[src/jse_consts.svh]
`ifndef JSE_CONSTS_SVH
`define JSE_CONSTS_SVH
// ==========================================================================
// Instruction word fields
`define JSE_OP_HI      23
`define JSE_OP_LO      18
`define JSE_IND_BIT    17
`define JSE_SUB_HI     17
`define JSE_SUB_LO     15
`define JSE_STOP_LO    12
`define JSE_B_HI       16
`define JSE_B_LO       15
`define JSE_M_HI       14
`define JSE_M_LO       0
// ==========================================================================
// Operation codes
`define JSE_OP_HALT    6'h00
`define JSE_OP_UJP     6'h01
`define JSE_OP_IDX     6'h02
`define JSE_OP_CMP     6'h03
`define JSE_OP_ADD     6'h18
`define JSE_OP_SUB     6'h19
`define JSE_OP_RAD     6'h1C
`define JSE_OP_OR      6'h1D
`define JSE_OP_XOR     6'h1E
`define JSE_OP_AND     6'h1F
`define JSE_OP_MUL     6'h28
`define JSE_OP_STOP    6'h3F
// ==========================================================================
// Sub codes
`define JSE_SUB_HALT   3'h0
`define JSE_SUB_RTJ    3'h7
`define JSE_STOP_SEL   6'h38
`define JSE_STOP_ALL   6'h3F
`define JSE_B_NONE     2'h0
// ==========================================================================
// Reset values and special words
`define JSE_PC_RST     15'h0000
`define JSE_WORD_RST   24'h000000
`define JSE_IDX_RST    15'h0000
`define JSE_IDX_NEGZ   15'h7FFF
`define JSE_IDX_M1     15'h7FFE
`define JSE_WORD_NEGZ  24'hFFFFFF
`define JSE_ONE15      15'h0001
`endif

[src/jse_pkg.sv]
`default_nettype none
// ==========================================================================
// Shared types of the execution unit
package jse_pkg;
  // Sequencer states
  typedef enum logic [2:0] {
    ST_FETCH  = 3'b000,
    ST_IWAIT  = 3'b001,
    ST_DECODE = 3'b010,
    ST_INDIR  = 3'b011,
    ST_EXEC   = 3'b100,
    ST_OPND   = 3'b101,
    ST_WRITE  = 3'b110,
    ST_HALT   = 3'b111
  } jse_state_t;
  // Compare jump conditions
  typedef enum logic [1:0] {
    COND_EQUAL            = 2'b00,
    COND_NOT_EQUAL        = 2'b01,
    COND_GREATER_OR_EQUAL = 2'b10,
    COND_LESS_THAN        = 2'b11
  } jse_cond_t;
endpackage : jse_pkg
`default_nettype wire

[src/jse_exec.sv]
`include "jse_consts.svh"
`timescale 1ns/100ps
`default_nettype none
module jse_exec #(
  parameter int WORD_W = 24,
  parameter int ADDR_W = 15
) (
  // Clock and reset
  input  wire logic              sys_clk,
  input  wire logic              rst,
  // Core storage
  output var  logic              memReq,
  output var  logic              memWe,
  output var  logic [ADDR_W-1:0] memAddr,
  output var  logic [WORD_W-1:0] memWdata,
  input  wire logic              memAck,
  input  wire logic [WORD_W-1:0] memRdata,
  // Console
  input  wire logic              selStopSw,
  input  wire logic [5:0]        jumpKeys,
  input  wire logic              restart,
  // Machine state
  output var  logic              halted,
  output var  logic [ADDR_W-1:0] pc,
  output var  logic [WORD_W-1:0] accum,
  output var  logic [WORD_W-1:0] aux
);
  import jse_pkg::*;

  // ========================================================================
  // Elaboration check
  if (WORD_W != 24 || ADDR_W != 15) begin : g_badParams
    $error("jse_exec: word and address fields are fixed at 24 and 15 bits");
  end

  // ========================================================================
  // Helper functions
  // One's complement add with end-around carry
  function automatic logic [WORD_W-1:0] ocAdd(input logic [WORD_W-1:0] x,
                                              input logic [WORD_W-1:0] y);
    logic [WORD_W:0] s;
    s = {1'b0, x} + {1'b0, y};
    return s[WORD_W-1:0] + {{(WORD_W-1){1'b0}}, s[WORD_W]};
  endfunction : ocAdd

  // Either zero of one's complement
  function automatic logic isZero(input logic [WORD_W-1:0] x);
    return (x == `JSE_WORD_RST) || (x == `JSE_WORD_NEGZ);
  endfunction : isZero

  // Condition decode shared by both compare jumps
  function automatic logic condHit(input logic [1:0] j, input logic eq,
                                   input logic lt);
    case (jse_cond_t'(j))
      COND_EQUAL:            return eq;
      COND_NOT_EQUAL:        return !eq;
      COND_GREATER_OR_EQUAL: return !lt;
      COND_LESS_THAN:        return lt;
      default:               return 1'b0;
    endcase
  endfunction : condHit

  // One's complement multiply, 48-bit result
  function automatic logic [2*WORD_W-1:0] ocMul(input logic [WORD_W-1:0] x,
                                                input logic [WORD_W-1:0] y);
    logic [2*WORD_W-1:0] p;
    logic [WORD_W-1:0]   mx;
    logic [WORD_W-1:0]   my;
    mx = x[WORD_W-1] ? ~x : x;
    my = y[WORD_W-1] ? ~y : y;
    p  = {{WORD_W{1'b0}}, mx} * {{WORD_W{1'b0}}, my};
    return (x[WORD_W-1] ^ y[WORD_W-1]) ? ~p : p;
  endfunction : ocMul

  // Index increment that skips negative zero
  function automatic logic [ADDR_W-1:0] idxInc(input logic [ADDR_W-1:0] x);
    logic [ADDR_W:0]   t;
    logic [ADDR_W-1:0] r;
    t = {1'b0, x} + {1'b0, `JSE_ONE15};
    r = t[ADDR_W-1:0] + {{(ADDR_W-1){1'b0}}, t[ADDR_W]};
    return (r == `JSE_IDX_NEGZ) ? `JSE_IDX_RST : r;
  endfunction : idxInc

  // ========================================================================
  // Registers
  jse_state_t        state;
  jse_state_t        next_state;
  logic [WORD_W-1:0] ir;
  logic [WORD_W-1:0] next_ir;
  logic [ADDR_W-1:0] ea;
  logic [ADDR_W-1:0] next_ea;
  logic [ADDR_W-1:0] next_pc;
  logic [WORD_W-1:0] next_accum;
  logic [WORD_W-1:0] next_aux;
  logic              next_memReq;
  logic              next_memWe;
  logic [ADDR_W-1:0] next_memAddr;
  logic [WORD_W-1:0] next_memWdata;
  logic [ADDR_W-1:0] idx [1:3];
  logic              idxWe;
  logic [ADDR_W-1:0] idxVal;

  // Instruction fields
  logic [5:0]        op;
  logic [2:0]        sub;
  logic [1:0]        bSel;
  logic [ADDR_W-1:0] mField;
  logic [ADDR_W-1:0] seqPc;
  logic [ADDR_W-1:0] ixCur;
  logic [ADDR_W-1:0] ixRd;
  logic              modOk;
  assign op     = ir[`JSE_OP_HI:`JSE_OP_LO];
  assign sub    = ir[`JSE_SUB_HI:`JSE_SUB_LO];
  assign bSel   = ir[`JSE_B_HI:`JSE_B_LO];
  assign mField = ir[`JSE_M_HI:`JSE_M_LO];
  assign seqPc  = pc + `JSE_ONE15;
  assign ixCur  = (bSel == `JSE_B_NONE) ? `JSE_IDX_RST : idx[bSel];
  assign ixRd   = (memRdata[`JSE_B_HI:`JSE_B_LO] == `JSE_B_NONE) ? `JSE_IDX_RST
                : idx[memRdata[`JSE_B_HI:`JSE_B_LO]];
  // Only the unconditional jump and the logic and arithmetic ops take indexing and indirection
  assign modOk  = (op == `JSE_OP_UJP) || (op == `JSE_OP_ADD) || (op == `JSE_OP_SUB)
               || (op == `JSE_OP_RAD) || (op == `JSE_OP_OR) || (op == `JSE_OP_XOR)
               || (op == `JSE_OP_AND) || (op == `JSE_OP_MUL);

  // ========================================================================
  // Sequencer and datapath next values
  always_comb begin
    next_state    = state;
    next_ir       = ir;
    next_ea       = ea;
    next_pc       = pc;
    next_accum    = accum;
    next_aux      = aux;
    next_memReq   = memReq;
    next_memWe    = memWe;
    next_memAddr  = memAddr;
    next_memWdata = memWdata;
    idxWe         = 1'b0;
    idxVal        = ixCur;
    case (state)
      ST_FETCH: begin
        next_memReq  = 1'b1;
        next_memWe   = 1'b0;
        next_memAddr = pc;
        next_state   = ST_IWAIT;
      end
      ST_IWAIT: if (memAck) begin
        next_memReq = 1'b0;
        next_ir     = memRdata;
        next_state  = ST_DECODE;
      end
      ST_DECODE: begin
        // Indexed address, then optional indirect fetch
        next_ea = modOk ? mField + ixCur : mField;
        if (modOk && ir[`JSE_IND_BIT]) begin
          next_memReq  = 1'b1;
          next_memAddr = mField + ixCur;
          next_state   = ST_INDIR;
        end else begin
          next_state = ST_EXEC;
        end
      end
      ST_INDIR: if (memAck) begin
        next_ea = memRdata[`JSE_M_HI:`JSE_M_LO] + ixRd;
        if (memRdata[`JSE_IND_BIT]) begin
          next_memAddr = memRdata[`JSE_M_HI:`JSE_M_LO] + ixRd;
        end else begin
          next_memReq = 1'b0;
          next_state  = ST_EXEC;
        end
      end
      ST_EXEC: begin
        next_pc    = seqPc;
        next_state = ST_FETCH;
        case (op)
          `JSE_OP_HALT: begin
            if (sub == `JSE_SUB_HALT) begin
              next_pc    = ea;
              next_state = ST_HALT;
            end else if (sub == `JSE_SUB_RTJ) begin
              next_pc      = pc;
              next_memReq  = 1'b1;
              next_memAddr = ea;
              next_state   = ST_OPND;
            end else if (jumpKeys[sub-3'h1]) begin
              next_pc = ea;
            end
          end
          `JSE_OP_UJP: next_pc = ea;
          `JSE_OP_IDX: begin
            // Designator zero or a zero register falls through
            if (bSel != `JSE_B_NONE && ixCur != `JSE_IDX_RST) begin
              idxWe   = 1'b1;
              idxVal  = ir[`JSE_IND_BIT] ? ixCur - `JSE_ONE15
                                         : idxInc(ixCur);
              next_pc = ea;
            end
          end
          `JSE_OP_CMP: begin
            if (!ir[`JSE_IND_BIT]) begin
              if (condHit(bSel, isZero(accum), accum[WORD_W-1])) begin
                next_pc = ea;
              end
            end else if (condHit(bSel, (accum == aux) || (isZero(accum) && isZero(aux)),
                                 $signed(accum) < $signed(aux))) begin
              next_pc = ea;
            end
          end
          `JSE_OP_STOP: begin
            if (ir[`JSE_SUB_HI:`JSE_STOP_LO] == `JSE_STOP_ALL) begin
              next_state = ST_HALT;
            end else if (ir[`JSE_SUB_HI:`JSE_STOP_LO] == `JSE_STOP_SEL && selStopSw) begin
              next_state = ST_HALT;
            end
          end
          `JSE_OP_ADD, `JSE_OP_SUB, `JSE_OP_RAD, `JSE_OP_OR,
          `JSE_OP_XOR, `JSE_OP_AND, `JSE_OP_MUL: begin
            next_pc      = pc;
            next_memReq  = 1'b1;
            next_memAddr = ea;
            next_state   = ST_OPND;
          end
          default: next_pc = seqPc;
        endcase
      end
      ST_OPND: if (memAck) begin
        next_memReq = 1'b0;
        next_pc     = seqPc;
        next_state  = ST_FETCH;
        case (op)
          `JSE_OP_ADD: next_accum = ocAdd(accum, memRdata);
          `JSE_OP_SUB: next_accum = ocAdd(accum, ~memRdata);
          `JSE_OP_OR:  next_accum = accum | memRdata;
          `JSE_OP_XOR: next_accum = accum ^ memRdata;
          `JSE_OP_AND: next_accum = accum & memRdata;
          `JSE_OP_MUL: {next_aux, next_accum} = ocMul(accum, memRdata);
          `JSE_OP_RAD: begin
            next_pc       = pc;
            next_memReq   = 1'b1;
            next_memWe    = 1'b1;
            next_memWdata = ocAdd(memRdata, accum);
            next_state    = ST_WRITE;
          end
          `JSE_OP_HALT: begin
            // Return jump rewrites only the address field
            next_pc       = pc;
            next_memReq   = 1'b1;
            next_memWe    = 1'b1;
            next_memWdata = {memRdata[WORD_W-1:ADDR_W], seqPc};
            next_state    = ST_WRITE;
          end
          default: next_accum = accum;
        endcase
      end
      ST_WRITE: if (memAck) begin
        next_memReq = 1'b0;
        next_memWe  = 1'b0;
        next_pc     = (op == `JSE_OP_HALT) ? ea + `JSE_ONE15 : seqPc;
        next_state  = ST_FETCH;
      end
      ST_HALT: if (restart) begin
        next_state = ST_FETCH;
      end
      default: next_state = ST_FETCH;
    endcase
  end

  // ========================================================================
  // State and instruction registers
  always_ff @(posedge sys_clk or posedge rst) begin
    if (rst) begin
      state  <= ST_FETCH;
      ir     <= `JSE_WORD_RST;
      ea     <= `JSE_PC_RST;
      halted <= 1'b0;
    end else begin
      state  <= next_state;
      ir     <= next_ir;
      ea     <= next_ea;
      halted <= (next_state == ST_HALT);
    end
  end

  // Program counter and arithmetic registers
  always_ff @(posedge sys_clk or posedge rst) begin
    if (rst) begin
      pc    <= `JSE_PC_RST;
      accum <= `JSE_WORD_RST;
      aux   <= `JSE_WORD_RST;
    end else begin
      pc    <= next_pc;
      accum <= next_accum;
      aux   <= next_aux;
    end
  end

  // Index registers
  always_ff @(posedge sys_clk or posedge rst) begin
    if (rst) begin
      for (int i = 1; i <= 3; i++) begin
        idx[i] <= `JSE_IDX_RST;
      end
    end else if (idxWe) begin
      idx[bSel] <= idxVal;
    end
  end

  // Core storage port
  always_ff @(posedge sys_clk or posedge rst) begin
    if (rst) begin
      memReq   <= 1'b0;
      memWe    <= 1'b0;
      memAddr  <= `JSE_PC_RST;
      memWdata <= `JSE_WORD_RST;
    end else begin
      memReq   <= next_memReq;
      memWe    <= next_memWe;
      memAddr  <= next_memAddr;
      memWdata <= next_memWdata;
    end
  end

  // ========================================================================
  // Checks
  haltResume_a: assert property (@(posedge sys_clk) disable iff (rst)
    state == ST_EXEC && op == `JSE_OP_HALT && sub == `JSE_SUB_HALT
    |=> halted && pc == $past(ea))
    else $error("halt did not hold the m address");
  ucsStop_a: assert property (@(posedge sys_clk) disable iff (rst)
    state == ST_EXEC && op == `JSE_OP_STOP && ir[`JSE_SUB_HI:`JSE_STOP_LO] == `JSE_STOP_ALL
    |=> halted && pc == $past(seqPc))
    else $error("unconditional stop misbehaved");
  slsPass_a: assert property (@(posedge sys_clk) disable iff (rst)
    state == ST_EXEC && op == `JSE_OP_STOP && !selStopSw
    && ir[`JSE_SUB_HI:`JSE_STOP_LO] == `JSE_STOP_SEL
    |=> !halted && pc == $past(seqPc))
    else $error("selective stop halted with switch off");
  keyJump_a: assert property (@(posedge sys_clk) disable iff (rst)
    state == ST_EXEC && op == `JSE_OP_HALT && sub == 3'h1
    |=> pc == ($past(jumpKeys[0]) ? $past(ea) : $past(seqPc)))
    else $error("key jump took wrong path");
  idxNop_a: assert property (@(posedge sys_clk) disable iff (rst)
    state == ST_EXEC && op == `JSE_OP_IDX && bSel == `JSE_B_NONE
    |=> pc == $past(seqPc))
    else $error("index jump with no designator jumped");
  idxWrap_a: assert property (@(posedge sys_clk) disable iff (rst)
    state == ST_EXEC && op == `JSE_OP_IDX && !ir[`JSE_IND_BIT] && bSel == 2'h1
    && idx[1] == `JSE_IDX_M1 |=> idx[1] == `JSE_IDX_RST)
    else $error("index count produced negative zero");
  negZeroEq_a: assert property (@(posedge sys_clk) disable iff (rst)
    state == ST_EXEC && op == `JSE_OP_CMP && !ir[`JSE_IND_BIT] && bSel == 2'h0
    && accum == `JSE_WORD_NEGZ |=> pc == $past(ea))
    else $error("negative zero not equal to zero");
  jumpFetch_a: assert property (@(posedge sys_clk) disable iff (rst)
    state == ST_EXEC && op == `JSE_OP_UJP
    |=> pc == $past(ea) ##1 memReq && !memWe && memAddr == pc)
    else $error("jump target not fetched");
  andOp_a: assert property (@(posedge sys_clk) disable iff (rst)
    state == ST_OPND && memAck && op == `JSE_OP_AND
    |=> accum == ($past(accum) & $past(memRdata)))
    else $error("logical product wrong");
  radKeep_a: assert property (@(posedge sys_clk) disable iff (rst)
    state == ST_OPND && memAck && op == `JSE_OP_RAD
    |=> memReq && memWe && memAddr == ea && accum == $past(accum))
    else $error("replace add disturbed accumulator");
endmodule : jse_exec
`default_nettype wire

[config.mk]
export PLATFORM = sky130hd
export DESIGN_NAME = jse_exec
export DESIGN_NICKNAME = d
export VERILOG_FILES = /design/src/jse_pkg.sv /design/src/jse_exec.sv
export VERILOG_INCLUDE_DIRS = /design/src
export SDC_FILE = /design/constraint.sdc
export NUM_CORES = 2
export LEC_CHECK = 0
export BUFFER_PORTS_ARGS = -buffer_cell sky130_fd_sc_hd__buf_2
export CORE_MARGIN = 8
export CORE_UTILIZATION = 60
export CTS_CLUSTER_DIAMETER = 50
export DETAILED_ROUTE_END_ITERATION = 8
export HOLD_SLACK_MARGIN = 0.15
export PLACE_DENSITY = 0.89
export SETUP_SLACK_MARGIN = 0.3
export SYNTH_ARGS = -nofsm -noshare
export SYNTH_HDL_FRONTEND = slang
export SYNTH_SLANG_ARGS = --single-unit
export TNS_END_PERCENT = 1
[constraint.sdc]
create_clock -name sys_clk -period 10.8 [get_ports sys_clk]
set_input_delay 2.7 -clock sys_clk [delete_from_list [all_inputs] [get_ports sys_clk]]
set_output_delay 2.7 -clock sys_clk [all_outputs]
set_load 0.01 [all_outputs]
==> out/metrics.csv <==
metric;value;unit
setup bufs post-CTS;0;
CP Data Arrival Time;10.65;ns
vias in the first global route;35400;
Async SR Flop Fraction;100;%
Yosys warnings;0;
Vias/cell;6.41;
final design utilization;65.0;%
Critical R2R Capture;aux[17]$_DFFE_PP0P_;
CTS Buf Count;17;
mapped cell area;37400;sq um
Slew HR;15.1;%
RR Startpoint;accum[23]$_DFFE_PP0P_;
routability cong.;1.05;
first-pass GRT wire length;200000;um
Hold WC Path Type;register to register;
Clock H-tree levels;4;
placed insts;5537;
Worst Setup Slack post-DPL;-0.221;ns
clk root buf;clkbuf_16;
slew at the pin with the worst max-slew slack;1.27;ns
Synth Net Count;5474;
top-area cell type share of the netlist area;23.8;%
reg2reg path depth;23;
ant diodes;0;
Cells after Synth;4659;
Setup CP Type;primary input to register;
die height;266;um
flops & latches, synth;192;
initial antenna violation count;2;
outcome;finished with violations;
CP endpoint kind;register;
Hold Crit Depth;1;
Fmax;97.1;MHz
Congestion Overflow GR;0;
Post-synth EDFFs;0;
Max Root-Sink Buffers;2;
Setup-failing EPs final;0;
library cells used by synthesis;84;
Syn-to-layout area delta;7.22;%
GR Util All Layers;36.4;%
number of placement rows;91;
Synth area leader;fa_1;
Worst setup SP type;primary input;
failing checks;design-rule violations;
drt initial violations;5005;
TritonCTS clock tree;done;
DRC;1;
Worst R2R Setup Slack;1.49;ns
die span in x;266;um
CP max FO;9;
Die ar.;70600;sq um
Routed Antenna Nets;0;
largest net degree at the start of global routing;132;
hold worst-path end;memWdata[20]$_DFFE_PP0P_;
Syn Area/Cell;8.03;sq um
initial core utilization;60.6;%
num ports;140;
non-filler instance count after layout;5569;
top cells by area, synth;fa_1 (24%), dfrtp_1 (13%), ha_1 (11%);
Max-Cap Viols;0;
Avg WL per Cell;23.5;um
RSZ-0062 raised after global routing;yes;
Sinks on Clock Net;192;
top_reg_cell synth;dfrtp_1;
final worst-path cycle share;95.3;%
Req. time, crit path;11.15;ns
CTS hold repair buffers;0;
Core Box Area;61700;sq um
fin. max-slew vios;0;
final clock skew;0.0172;ns
final hold vios;0;
Initial DRT Pass Iterations;9;
share of layout cells above drive strength 1;8.83;%
routed wire length;131000;um
Via Count;35700;
Port Buffers;139;
Tmin final;10.29;ns
DP HPWL;103000;um
Worst Setup Slack, final;0.506;ns
post-synthesis sequential area ratio;12.8;%
hold path start;memWdata[20]$_DFFE_PP0P_;
Final #Nets;5534;
later-pin clock latency in the skew report;0.48;ns
clock slew at reported path FFs;0.09;ns
## timing repair
| item | 4_1_cts | 5_1_grt |
|---|---|---|
| setup endpoints to repair | 1 | 13 |
| endpoints found under the hold margin | 0 | 0 |
| pin swaps | 0 | 0 |
| gates resized for setup | 1 | 3 |
## registers in the layout, summed over array words and instances (netlist names)
signal and count:
ea 15, accum 24, memWdata 24, halted 1, ir 24, aux 24
memAddr 15, idx 45, memWe 1, pc 15, state 3, memReq 1
## layout make-up
cell class	count	area (sq um)
multi-input combinational	3547	29300
fill	4986	21600
sequential	192	4810
inverter	681	2560
timing repair buffer	280	1780
tap	837	1050
clock buffer	19	443
clock inverter	13	156
## layout by cell type (no fill, tap or decap), types with 24 or more instances in the layout
cell type and count:
nor4_1 35, and2_1 33, nand2_1 533, o21a_1 25
a21o_1 60, nand3_1 74, nor2_1 507, a22oi_1 25
nor3_1 70, nor2b_1 26, o21ai_0 199, mux2i_1 54
a211oi_1 36, or3_1 29, o211ai_1 31, buf_4 139
dfrtp_1 191, o21bai_1 24, and3_1 31, inv_1 679
a31oi_1 35, xor2_1 111, nand4_1 39, a21oi_1 259
xnor2_1 191, mux2_2 43, fa_1 445, ha_1 334
buf_2 139
## how the worst max path moves through the flow
stage                     endpoint  cells past startpoint    startpoint
2_1_floorplan  aux[17]$_DFFE_PP0P_                     25  memRdata[23]
3_3_place_gp   aux[22]$_DFFE_PP0P_                     27  memRdata[23]
3_5_place_dp   aux[22]$_DFFE_PP0P_                     27  memRdata[23]
4_1_cts        aux[22]$_DFFE_PP0P_                     27  memRdata[23]
5_1_grt        aux[17]$_DFFE_PP0P_                     25  memRdata[23]
6_report       aux[23]$_DFFE_PP0P_                     25  memRdata[23]
## cell usage after synthesis, drive strengths merged, types with 37 or more instances
library cell	n
o21ai	206
a21o	60
nand4	39
nor4	38
nand2	533
dfrtp	192
clkbuf	212
nand3	74
ha	335
mux2i	55
a211oi	37
a21oi	266
nor2	509
fa	445
xor2	116
xnor2	205
inv	680
mux2	43
nor3	72
## per-layer routing
metal | vias to the layer above | track usage [%] | routed length, um
li1 | 15400 | - | -
met1 | 17000 | 44.8 | 45400
met2 | 2648 | 53.9 | 54800
met3 | 703 | 13.9 | 20800
met4 | 4 | 21.7 | 9810
met5 | - | 0 | 22
## worst max-delay path, cell delays in order
cell	delay, ns
buf_2	0.31
buf_4	0.32
xor2_1	0.50
buf_4	0.28
nand2_1	0.08
fa_1	0.52
inv_1	0.05
fa_1	0.53
fa_1	0.46
fa_1	0.56
fa_1	0.53
fa_1	0.59
inv_1	0.07
fa_1	0.53
inv_1	0.04
ha_1	0.38
and4_1	0.27
and4_1	0.22
nand3_1	0.21
a31o_2	0.34
nor4_1	0.45
o21bai_1	0.18
a21oi_1	0.18
mux2i_1	0.21
o211ai_1	0.11
## per-stage QoR
stage	cell area (sq um)	setup TNS [ns]	hold WS, ns
finish	40100	0	0.476
global route	40100	0	0.499
CTS	40100	0	0.479
detailed placement	39500	-0.706	0.460
global placement	39500	0	0.457
floorplan	37400	0	0.467
## logic make-up (layout without fill, tap and decap cells)
group / Yosys count / in the layout / synth area share (%)
muxes: 99 / 99 / 2.86
DFF: 192 / 192 / 12.8
AOI/OAI and AO/OA: 887 / 887 / 15.3
and+or+nand+nor: 1460 / 1460 / 17.2
xor gates and xnor gates: 321 / 321 / 7.51
buffers and inverters: 920 / 993 / 9.31
adders and majority gates: 780 / 780 / 35.0
Power is not shown: default switching activity piles up to over one toggle a cycle in this logic, so the estimate is an artifact.
